--- config.mk ---
export PLATFORM = sky130hd
export DESIGN_NAME = qbus_dma_reset_interface
export DESIGN_NICKNAME = d
export VERILOG_FILES = /design/src/addr_counter.v /design/src/pulse_timer.v /design/src/qbus_dma_reset_interface.v
export VERILOG_INCLUDE_DIRS = /design/src
export SDC_FILE = /design/constraint.sdc
export NUM_CORES = 1
export LEC_CHECK = 0
export ABC_AREA = 1
export ABC_CLOCK_PERIOD_IN_PS = 10200
export BUFFER_PORTS_ARGS = -buffer_cell sky130_fd_sc_hd__buf_2
export CAP_MARGIN = 20
export CORE_UTILIZATION = 59
export CTS_BUF_LIST = sky130_fd_sc_hd__clkbuf_8
export DETAILED_ROUTE_END_ITERATION = 10
export PLACE_DENSITY = 0.79
export SLEW_MARGIN = 20
export SYNTH_ARGS = -nofsm -noshare
export SYNTH_HDL_FRONTEND = slang
export SYNTH_SLANG_ARGS = --single-unit
export TNS_END_PERCENT = 100
--- constraint.sdc ---
create_clock -name sys_clk -period 10.2 [get_ports sys_clk]
set_input_delay 1.53 -clock sys_clk [delete_from_list [all_inputs] [get_ports sys_clk]]
set_output_delay 1.53 -clock sys_clk [all_outputs]
set_load 0.005 [all_outputs]
--- src/qbus_dma_regs.vh ---
// Purpose : shared constants for the host bus DMA and reset interface
// Assumes : 50 MHz system clock
// Notes   : no registers with offsets; all control bits are plain ports
`ifndef QBUS_DMA_REGS_VH
`define QBUS_DMA_REGS_VH

// ----------------------------------------------------------------
// clock and reset timing
// ----------------------------------------------------------------
`define CLK_MHZ          50
`define ARB_PULSE_NS     2000
`define ARB_PULSE_CYC    ((`ARB_PULSE_NS * `CLK_MHZ + 999) / 1000)
`define LOCAL_PULSE_MS   150
`define LOCAL_PULSE_CYC  (`LOCAL_PULSE_MS * `CLK_MHZ * 1000)

// ----------------------------------------------------------------
// widths and block geometry
// ----------------------------------------------------------------
`define QADDR_W          21
`define BADDR_W          16
`define BLOCK_WORDS      16
`define BLOCK_MASK       4'hF

`endif

--- src/addr_counter.v ---
// Purpose : loadable incrementing address counter
// Assumes : load wins over increment
// Notes   : used once per address path so paths never share state
`timescale 1ns/1ps

module addr_counter #(
    parameter W = 16
) (
    // clock and reset
    input  wire         sys_clk,
    input  wire         rst,
    // control
    input  wire         clr,
    input  wire         load,
    input  wire [W-1:0] load_val,
    input  wire         inc,
    // count
    output reg  [W-1:0] cnt_reg
);

    // clear first, then load ahead of increment, so a new job never sees a stale increment
    always @(posedge sys_clk or posedge rst) begin
        if (rst)
            cnt_reg <= {W{1'b0}};
        else if (clr)
            cnt_reg <= {W{1'b0}};
        else if (load)
            cnt_reg <= load_val;
        else if (inc)
            cnt_reg <= cnt_reg + {{(W-1){1'b0}}, 1'b1};
    end

endmodule // addr_counter

--- src/pulse_timer.v ---
// Purpose : fixed length reset pulse generator
// Assumes : start is a one cycle pulse
// Notes   : a new start restarts the full length
`timescale 1ns/1ps

module pulse_timer #(
    parameter CW  = 8,
    parameter LEN = 100
) (
    // clock and reset
    input  wire sys_clk,
    input  wire rst,
    // trigger
    input  wire start,
    // pulse
    output reg  busy_reg
);

    reg [CW-1:0] cnt_reg;

    // count down; busy stays high for exactly LEN cycles
    always @(posedge sys_clk or posedge rst) begin
        if (rst) begin
            cnt_reg  <= {CW{1'b0}};
            busy_reg <= 1'b0;
        end else if (start) begin
            cnt_reg  <= LEN[CW-1:0] - {{(CW-1){1'b0}}, 1'b1};
            busy_reg <= 1'b1;
        end else if (cnt_reg != {CW{1'b0}}) begin
            cnt_reg <= cnt_reg - {{(CW-1){1'b0}}, 1'b1};
        end else begin
            busy_reg <= 1'b0;
        end
    end

endmodule // pulse_timer

--- src/qbus_dma_reset_interface.v ---
// Purpose : host bus side interface: resets, reboot, data and control DMA
// Assumes : all inputs synchronous to sys_clk; bus lines are active high here
// Notes   : bus lines active high inside; pin inverters sit outside
`timescale 1ns/1ps
`include "qbus_dma_regs.vh"

module qbus_dma_reset_interface #(
    parameter LOCAL_RST_CYC = `LOCAL_PULSE_CYC,
    parameter AW            = `QADDR_W,
    parameter BW            = `BADDR_W
) (
    // clock and reset
    input  wire          sys_clk,
    input  wire          rst,
    // host bus power and init
    input  wire          bus_power_ok_status,
    input  wire          bus_binit,
    output reg           bus_power_ok_status_out_reg,
    // host bus mastership
    output reg           dmr_reg,
    input  wire          dmg_in,
    output reg           dmg_out_reg,
    output reg           sack_reg,
    // host bus cycle
    output reg           sync_reg,
    output reg           din_reg,
    output reg           dout_reg,
    output reg           block_reg,
    input  wire          rply_in,
    input  wire [AW:0]   dal_in,
    output reg  [AW:0]   dal_out_reg,
    output reg           dal_oe_reg,
    // host slave access
    input  wire          slave_sel,
    input  wire          slave_write,
    input  wire [15:0]   slave_wdata,
    output reg  [15:0]   slave_rdata_reg,
    output reg           slave_rply_reg,
    output reg           slave_wr_pulse_reg,
    // local control bits
    input  wire          csr_sw_reset,
    input  wire          reboot_bit,
    // data DMA job
    input  wire          data_go,
    input  wire          data_to_bp,
    input  wire [AW-1:0] data_qaddr,
    input  wire [BW-1:0] data_baddr,
    input  wire [15:0]   data_words,
    output reg           data_busy_reg,
    output reg           data_done_reg,
    // control DMA job
    input  wire          ctl_go,
    input  wire          ctl_write,
    input  wire          ctl_byte,
    input  wire [AW-1:0] ctl_qaddr,
    input  wire [15:0]   ctl_wdata,
    output reg  [15:0]   path_latch_reg,
    output reg           ctl_busy_reg,
    output reg           ctl_done_reg,
    // backport bus
    output reg           bp_req_reg,
    input  wire          bp_gnt,
    input  wire          bp_ack,
    input  wire [15:0]   bp_din,
    output reg  [15:0]   backport_addr_data_lines_reg,
    output reg           bp_oe_reg,
    output reg           bp_we_reg,
    // reset outputs
    output wire          arb_rst,
    output wire          local_rst,
    output wire          backport_rst,
    output reg           ctl_in_reset_reg,
    // reset cause
    output reg           power_ok_status,
    output reg           internal_host_init,
    output reg           reboot_request
);

    // ----------------------------------------------------------------
    // state codes
    // ----------------------------------------------------------------
    localparam [2:0] QI = 3'd0, QREQ = 3'd1, QADR = 3'd2, QSYN = 3'd3,
                     QDAT = 3'd4, QGAP = 3'd5, QREL = 3'd6;
    localparam [1:0] BI = 2'd0, BREQ = 2'd1, BADR = 2'd2, BDAT = 2'd3;

    reg  [2:0]    q_state_reg;
    reg  [1:0]    b_state_reg;
    reg           q_is_ctl_reg;
    reg           ctl_pend_reg;
    reg           ctl_wr_reg;
    reg           ctl_byte_reg;
    reg           dir_bp_reg;
    reg  [15:0]   q_left_reg;
    reg  [15:0]   b_left_reg;
    reg           hinit_d_reg;
    reg           sw_d_reg;
    reg  [15:0]   buf_mem [0:1];
    reg           wptr_reg;
    reg           rptr_reg;
    reg  [1:0]    cnt_reg;
    wire [AW-1:0] dq_addr;
    wire [AW-1:0] cq_addr;
    wire [BW-1:0] b_addr;

    // ----------------------------------------------------------------
    // reset detection and sequencing
    // ----------------------------------------------------------------
    wire ctl_hold  = ~power_ok_status & internal_host_init;
    wire hinit_fall = hinit_d_reg & ~internal_host_init;
    wire sw_fall   = sw_d_reg & ~csr_sw_reset;

    // sample power, init and reboot levels; init edge compares registered copies, software reset edge compares its copy with the live input
    always @(posedge sys_clk or posedge rst) begin
        if (rst) begin
            power_ok_status    <= 1'b0;
            internal_host_init <= 1'b0;
            reboot_request     <= 1'b0;
            hinit_d_reg        <= 1'b0;
            sw_d_reg           <= 1'b0;
            bus_power_ok_status_out_reg   <= 1'b0;
            ctl_in_reset_reg   <= 1'b0;
            dmg_out_reg        <= 1'b0;
        end else begin
            power_ok_status    <= bus_power_ok_status;
            internal_host_init <= bus_binit;
            reboot_request     <= reboot_bit;
            hinit_d_reg        <= internal_host_init;
            sw_d_reg           <= csr_sw_reset;
            bus_power_ok_status_out_reg   <= ~reboot_bit;
            ctl_in_reset_reg   <= ctl_hold;
            dmg_out_reg        <= dmg_in & ~dmr_reg & ~sack_reg;
        end
    end

    // arbiter reset pulse on init fall
    pulse_timer #(.CW(8), .LEN(`ARB_PULSE_CYC)) u_arb_tmr (
        .sys_clk  (sys_clk),
        .rst      (rst),
        .start    (hinit_fall),
        .busy_reg (arb_rst)
    );

    // long hold for local cpu and network controller
    pulse_timer #(.CW(24), .LEN(LOCAL_RST_CYC)) u_local_tmr (
        .sys_clk  (sys_clk),
        .rst      (rst),
        .start    (hinit_fall),
        .busy_reg (local_rst)
    );

    // backport reset on either falling edge
    pulse_timer #(.CW(8), .LEN(`ARB_PULSE_CYC)) u_bp_tmr (
        .sys_clk  (sys_clk),
        .rst      (rst),
        .start    (hinit_fall | sw_fall),
        .busy_reg (backport_rst)
    );

    // ----------------------------------------------------------------
    // address counters, one per path so a preempted job keeps its place
    // ----------------------------------------------------------------
    wire q_take   = (q_state_reg == QDAT) & rply_in;
    wire dq_inc   = q_take & ~q_is_ctl_reg;
    wire b_take   = (b_state_reg == BDAT) & bp_ack;
    wire job_load = data_go & ~data_busy_reg;
    wire ctl_load = ctl_go & ~ctl_pend_reg;

    addr_counter #(.W(AW)) u_dq_cnt (
        .sys_clk  (sys_clk),
        .rst      (rst),
        .clr      (ctl_hold),
        .load     (job_load),
        .load_val (data_qaddr),
        .inc      (dq_inc),
        .cnt_reg  (dq_addr)
    );

    addr_counter #(.W(AW)) u_cq_cnt (
        .sys_clk  (sys_clk),
        .rst      (rst),
        .clr      (ctl_hold),
        .load     (ctl_load),
        .load_val (ctl_qaddr),
        .inc      (1'b0),
        .cnt_reg  (cq_addr)
    );

    addr_counter #(.W(BW)) u_b_cnt (
        .sys_clk  (sys_clk),
        .rst      (rst),
        .clr      (ctl_hold),
        .load     (job_load),
        .load_val (data_baddr),
        .inc      (b_take),
        .cnt_reg  (b_addr)
    );

    // ----------------------------------------------------------------
    // two word buffer between host bus and backport
    // ----------------------------------------------------------------
    wire        push   = dir_bp_reg ? dq_inc : b_take;
    wire        pop    = dir_bp_reg ? b_take : dq_inc;
    wire [15:0] push_d = dir_bp_reg ? dal_in[15:0] : bp_din;
    wire        q_rdy  = dir_bp_reg ? (cnt_reg != 2'd2) : (cnt_reg != 2'd0);
    wire        b_rdy  = dir_bp_reg ? (cnt_reg != 2'd0) : (cnt_reg != 2'd2);
    // next word address crossing into a new 16 word block
    wire        q_bound = ((dq_addr[3:0] & `BLOCK_MASK) == 4'h0);

    // both sides may move in one cycle, which keeps the pipe full
    always @(posedge sys_clk or posedge rst) begin
        if (rst) begin
            wptr_reg <= 1'b0;
            rptr_reg <= 1'b0;
            cnt_reg  <= 2'd0;
        end else if (ctl_hold | job_load) begin
            wptr_reg <= 1'b0;
            rptr_reg <= 1'b0;
            cnt_reg  <= 2'd0;
        end else begin
            if (push) begin
                buf_mem[wptr_reg] <= push_d;
                wptr_reg          <= ~wptr_reg;
            end
            if (pop)
                rptr_reg <= ~rptr_reg;
            if (push & ~pop)
                cnt_reg <= cnt_reg + 2'd1;
            else if (pop & ~push)
                cnt_reg <= cnt_reg - 2'd1;
        end
    end

    // ----------------------------------------------------------------
    // job bookkeeping and slave path
    // ----------------------------------------------------------------
    wire ctl_owns = q_is_ctl_reg & sack_reg;
    wire slave_ok = slave_sel & ~ctl_owns;

    // slave held off only while control DMA owns the shared latch
    always @(posedge sys_clk or posedge rst) begin
        if (rst) begin
            slave_rply_reg     <= 1'b0;
            slave_wr_pulse_reg <= 1'b0;
            slave_rdata_reg    <= 16'h0000;
        end else begin
            slave_wr_pulse_reg <= 1'b0;
            if (~slave_sel) begin
                slave_rply_reg <= 1'b0;
            end else if (slave_ok & ~slave_rply_reg) begin
                slave_rply_reg     <= 1'b1;
                slave_wr_pulse_reg <= slave_write;
                slave_rdata_reg    <= {13'h0000, reboot_request,
                                       internal_host_init, power_ok_status};
            end
        end
    end

    // job counts and completion flags
    always @(posedge sys_clk or posedge rst) begin
        if (rst) begin
            data_busy_reg <= 1'b0;
            data_done_reg <= 1'b0;
            dir_bp_reg    <= 1'b0;
            q_left_reg    <= 16'h0000;
            b_left_reg    <= 16'h0000;
        end else if (ctl_hold) begin
            data_busy_reg <= 1'b0;
            data_done_reg <= 1'b0;
            q_left_reg    <= 16'h0000;
            b_left_reg    <= 16'h0000;
        end else begin
            data_done_reg <= 1'b0;
            if (job_load) begin
                data_busy_reg <= (data_words != 16'h0000);
                dir_bp_reg    <= data_to_bp;
                q_left_reg    <= data_words;
                b_left_reg    <= data_words;
            end else begin
                if (dq_inc)
                    q_left_reg <= q_left_reg - 16'h0001;
                if (b_take)
                    b_left_reg <= b_left_reg - 16'h0001;
                if (data_busy_reg & (q_left_reg == 16'h0000) &
                    (b_left_reg == 16'h0000) & (q_state_reg == QI)) begin
                    data_busy_reg <= 1'b0;
                    data_done_reg <= 1'b1;
                end
            end
        end
    end

    // ----------------------------------------------------------------
    // host bus master sequencer
    // ----------------------------------------------------------------
    wire q_wr = q_is_ctl_reg ? ctl_wr_reg : ~dir_bp_reg;
    wire data_more = data_busy_reg & (q_left_reg != 16'h0000) & q_rdy;

    // control always served before data; data restarts from its counter
    always @(posedge sys_clk or posedge rst) begin
        if (rst) begin
            q_state_reg    <= QI;
            q_is_ctl_reg   <= 1'b0;
            ctl_pend_reg   <= 1'b0;
            ctl_wr_reg     <= 1'b0;
            ctl_byte_reg   <= 1'b0;
            ctl_busy_reg   <= 1'b0;
            ctl_done_reg   <= 1'b0;
            path_latch_reg <= 16'h0000;
            dmr_reg        <= 1'b0;
            sack_reg       <= 1'b0;
            sync_reg       <= 1'b0;
            din_reg        <= 1'b0;
            dout_reg       <= 1'b0;
            block_reg      <= 1'b0;
            dal_out_reg    <= {(AW+1){1'b0}};
            dal_oe_reg     <= 1'b0;
        end else if (ctl_hold) begin
            q_state_reg  <= QI;
            ctl_pend_reg <= 1'b0;
            ctl_busy_reg <= 1'b0;
            ctl_done_reg <= 1'b0;
            dmr_reg      <= 1'b0;
            sack_reg     <= 1'b0;
            sync_reg     <= 1'b0;
            din_reg      <= 1'b0;
            dout_reg     <= 1'b0;
            block_reg    <= 1'b0;
            dal_oe_reg   <= 1'b0;
        end else begin
            ctl_done_reg <= 1'b0;
            if (ctl_load) begin
                ctl_pend_reg <= 1'b1;
                ctl_busy_reg <= 1'b1;
                ctl_wr_reg   <= ctl_write;
                ctl_byte_reg <= ctl_byte;
            end
            if (slave_ok & slave_write & ~slave_rply_reg)
                path_latch_reg <= slave_wdata;
            case (q_state_reg)
                QI: begin
                    if (ctl_pend_reg & ~slave_sel) begin
                        q_is_ctl_reg   <= 1'b1;
                        dmr_reg        <= 1'b1;
                        q_state_reg    <= QREQ;
                    end else if (~ctl_pend_reg & data_more) begin
                        q_is_ctl_reg <= 1'b0;
                        dmr_reg      <= 1'b1;
                        q_state_reg  <= QREQ;
                    end
                end
                QREQ: begin
                    if (dmg_in) begin
                        // latch taken only at grant: slave may use it while we wait
                        if (q_is_ctl_reg)
                            path_latch_reg <= ctl_wdata;
                        dmr_reg     <= 1'b0;
                        sack_reg    <= 1'b1;
                        q_state_reg <= QADR;
                    end
                end
                QADR: begin
                    // word address, bit zero held low
                    dal_out_reg <= {q_is_ctl_reg ? cq_addr : dq_addr, 1'b0};
                    dal_oe_reg  <= 1'b1;
                    block_reg   <= ~q_is_ctl_reg;
                    q_state_reg <= QSYN;
                end
                QSYN: begin
                    sync_reg    <= 1'b1;
                    dal_out_reg <= {{(AW-15){1'b0}},
                                    q_is_ctl_reg ? path_latch_reg : buf_mem[rptr_reg]};
                    dal_oe_reg  <= q_wr;
                    dout_reg    <= q_wr;
                    din_reg     <= ~q_wr;
                    q_state_reg <= QDAT;
                end
                QDAT: begin
                    if (rply_in) begin
                        din_reg  <= 1'b0;
                        dout_reg <= 1'b0;
                        if (q_is_ctl_reg & ~ctl_wr_reg)
                            path_latch_reg <= ctl_byte_reg ? {8'h00, dal_in[7:0]} : dal_in[15:0];
                        q_state_reg <= QGAP;
                    end
                end
                QGAP: begin
                    // wait for reply to drop before next word or release
                    if (~rply_in) begin
                        if (~q_is_ctl_reg & data_more & ~q_bound & ~ctl_pend_reg) begin
                            dal_out_reg <= {{(AW-15){1'b0}}, buf_mem[rptr_reg]};
                            dal_oe_reg  <= q_wr;
                            dout_reg    <= q_wr;
                            din_reg     <= ~q_wr;
                            q_state_reg <= QDAT;
                        end else begin
                            if (q_is_ctl_reg) begin
                                ctl_pend_reg <= 1'b0;
                                ctl_busy_reg <= 1'b0;
                                ctl_done_reg <= 1'b1;
                            end
                            q_state_reg <= QREL;
                        end
                    end
                end
                QREL: begin
                    sync_reg    <= 1'b0;
                    sack_reg    <= 1'b0;
                    dal_oe_reg  <= 1'b0;
                    block_reg   <= 1'b0;
                    q_state_reg <= QI;
                end
                default: q_state_reg <= QI;
            endcase
        end
    end

    // ----------------------------------------------------------------
    // backport master sequencer
    // ----------------------------------------------------------------
    // address goes out with bit 0 on the top line, then bits 15:1
    always @(posedge sys_clk or posedge rst) begin
        if (rst) begin
            b_state_reg                  <= BI;
            bp_req_reg                   <= 1'b0;
            bp_oe_reg                    <= 1'b0;
            bp_we_reg                    <= 1'b0;
            backport_addr_data_lines_reg <= 16'h0000;
        end else if (ctl_hold | backport_rst) begin
            b_state_reg <= BI;
            bp_req_reg  <= 1'b0;
            bp_oe_reg   <= 1'b0;
            bp_we_reg   <= 1'b0;
        end else begin
            case (b_state_reg)
                BI: begin
                    if (data_busy_reg & (b_left_reg != 16'h0000) & b_rdy) begin
                        bp_req_reg  <= 1'b1;
                        b_state_reg <= BREQ;
                    end
                end
                BREQ: begin
                    if (bp_gnt) begin
                        backport_addr_data_lines_reg <= {b_addr[0], b_addr[BW-1:1]};
                        bp_oe_reg   <= 1'b1;
                        b_state_reg <= BADR;
                    end
                end
                BADR: begin
                    backport_addr_data_lines_reg <= buf_mem[rptr_reg];
                    bp_oe_reg   <= dir_bp_reg;
                    bp_we_reg   <= dir_bp_reg;
                    b_state_reg <= BDAT;
                end
                BDAT: begin
                    if (bp_ack) begin
                        bp_req_reg  <= 1'b0;
                        bp_oe_reg   <= 1'b0;
                        bp_we_reg   <= 1'b0;
                        b_state_reg <= BI;
                    end
                end
                default: b_state_reg <= BI;
            endcase
        end
    end

endmodule // qbus_dma_reset_interface

==> impl_metrics.json <==
{
  "maxCapViolations": 0,
  "die_area_um2": 25650,
  "cts.path.max_buffers": 3,
  "grt_max_degree": 157,
  "nets": 2412,
  "max_freq_ghz": 0.2470,
  "dp_hpwl_um": 30460,
  "hold_violations": 0,
  "yosys_warnings": 0,
  "cts_tree": "yes",
  "syn_inst": 2024,
  "drt_iter0_drc": 1395,
  "seq_area_frac_synth_pct": 45.16,
  "powerDensity_nw_per_um2": 229.4,
  "endpoint_kind": "flip-flop",
  "wl_um": 42350,
  "synth.largest_area_cell": "dfrtp_1",
  "syn_area_um2": 14760,
  "clkTransAtPathRegs_ns": 0.07,
  "startpoint_type": "input port",
  "rows": 57,
  "rr_worst_depth": 11,
  "numClockSinks": 260,
  "criticalPathCategory": "in -> reg",
  "cts_inserted_buffers": 44,
  "fin_skew_ns": 0.02243,
  "ctsHoldBuffers": 0,
  "gp_congestion": 0.9798,
  "grt_pass1_vias": 13500,
  "worstHoldPathType": "reg -> reg",
  "vias": 14610,
  "placed_cells": 2513,
  "fp.dieH_um": 160.2,
  "period_minus_slack_ns": 4.049,
  "ioPinCount": 256,
  "synth-seq-cells": 260,
  "drc_errors": 0,
  "largest_register_ffs": 32,
  "maxSlewViolCount": 0,
  "detail_route.wl_per_cell_um": 16.36,
  "avgViaCountPerCell": 5.644,
  "fin_crit_sh_pct": 39.70,
  "final_common_cell": "nand2_1",
  "post-cts-setup-buffer-count": 0,
  "antenna_cells": 0,
  "p_leak_nw": 8.336,
  "critPathArrivalTime_ns": 4.48,
  "coreArea_um2": 24460,
  "path_max_fanout": 42,
  "worstPathRequired_ns": 10.63,
  "cts-resized-gates": 0,
  "area_delta_synth_final_pct": 14.59,
  "root_buffer": "clkbuf_8",
  "worstSkewPairLatency_ns": 0.56,
  "grt.total_usage_pct": 33.28,
  "io_buffers": 236,
  "synth_area_leaders": "dfrtp_1 (39%), nand2_1 (15%), nor2_1 (6.7%)",
  "whs_path_depth": 2,
  "htree_levels": 2,
  "outcome": "finished, final reports clean",
  "drtPass1Iterations": 7,
  "grt_remaining_overflow": 0,
  "post_layout_nonfiller_instances": 2589,
  "yosysUniqueCellTypes": 47,
  "relSlewSlack_pct": 24.62,
  "grt_antenna_before_repair": 2,
  "final_cell_mix": "nand2_1 (592), nor2_1 (265), buf_2 (236), dfrtp_1 (228), inv_1 (168)",
  "drive_gt1_share_pct": 15.85,
  "syn_area_per_cell_um2": 7.293,
  "rsz0062_at_grt": "false",
  "ir_drop_v": 0.0001457,
  "setup_viol_count_final": 0,
  "initial_core_util_pct": 60.34,
  "grt_pass1_wl_um": 68200,
  "fin_setup_tns_ns": 0,
  "max_slew.worst_pin.slew_ns": 1.127,
  "postRouteAntennaNets": 0,
  "synth_top_area_share_pct": 38.65,
  "die_w_um": 160.2
}
==> cells in the mapped netlist, drive strengths merged <==
library cell,number
edfxtp,32
inv,172
nor3,25
nand2,597
a31o,2
xnor2,2
a21oi,101
nor4,15
buf,59
nand3,155
xor2,13
clkinv,2
a32oi,1
nand4,17
clkbuf,37
ha,16
a211oi,1
o31ai,9
o211ai,43
a22oi,8
a21boi,1
mux2,1
nor3b,1
a31oi,13
and3,3
and2,1
conb,1
dfrtp,228
nor2,271
o21ai,178
nand3b,11
or2,5
o21a,3
==> cell type report <==
cell class / instances / area [µm²]
well taps: 324 / 405.4
repair buffers: 249 / 1279
clock inverters: 28 / 234.0
clock buffers: 48 / 660.6
flip-flops and latches: 260 / 6666
inverters: 174 / 665.6
fillers: 2126 / 7548
multi-input cells: 1506 / 7003
==> worst max-delay path, stage by stage <==
cell     delay (ns)
buf_2          0.10
nand2_1        0.05
buf_4          0.30
nand2_1        0.30
buf_4          0.31
nor2_1         0.86
inv_2          0.58
o21ai_0        0.20
o21ai_0        0.11
inv_1          0.06
o21ai_0        0.06
==> worst paths after layout <==
| path | from | endpoint | slack (ns) |
|---|---|---|---|
| setup / recovery | data_go | b_left_reg[10] | 6.15 |
| max in group asynchronous | rst | dout_reg | 7.56 |
| setup reg to reg | data_busy_reg | b_left_reg[10] | 6.70 |
| min in group asynchronous | rst | wptr_reg | 1.17 |
| hold / removal | dal_out_reg[21] | dal_out_reg[21] | 0.47 |
| hold reg to reg | dal_out_reg[21] | dal_out_reg[21] | 0.47 |
==> power breakdown <==
group	switching [W]	internal [W]	leakage, nW	total, W
clock	0.000437	0.000536	0.491	0.000973
sequential	0.000247	0.00131	3.09	0.00155
combinational	0.000891	0.000461	4.76	0.00135
==> per-layer routing <==
metal	global-route usage (%)	vias up	share of wire [%]
li1	-	7053	-
met1	49.16	6808	44
met2	51.80	668	45
met3	4.390	80	8.7
met4	8.615	4	2.1
met5	0	-	0.052
==> cells by family (layout without fill, tap and decap cells) <==
| group | after synthesis | after routing | share of synthesized area [%] |
|---|---|---|---|
| AND/OR/NAND/NOR | 1101 | 1101 | 30.88 |
| AO/OA/AOI/OAI | 360 | 360 | 13.73 |
| buffers and inverters | 270 | 499 | 7.875 |
| flip-flops | 260 | 260 | 45.16 |
| adder cells (fa/ha/maj) | 16 | 16 | 1.356 |
| XOR/XNOR | 15 | 15 | 0.8901 |
| other | 1 | 13 | 0.02541 |
| multiplexers | 1 | 1 | 0.07629 |
==> stage by stage <==
| stage | cell area, µm² | utilization [%] | hold slack [ns] | setup slack (ns) | power (W) |
|---|---|---|---|---|---|
| 4_1_cts | 16900 | 69.09 | 0.4723 | 5.897 | 0.003864 |
| 5_1_grt | 16910 | 69.14 | 0.4956 | 5.884 | 0.004145 |
| 2_1_floorplan | 14810 | - | 0.4321 | 2.422 | 0.002457 |
| 3_5_place_dp | 16010 | 65.43 | 0.4581 | 5.300 | 0.002895 |
| 3_3_place_gp | 16010 | 65.43 | 0.4503 | 5.400 | 0.002845 |
| 6_report | 16910 | 69.14 | 0.4672 | 6.151 | 0.003880 |
Power figures use the tool's default switching activity.
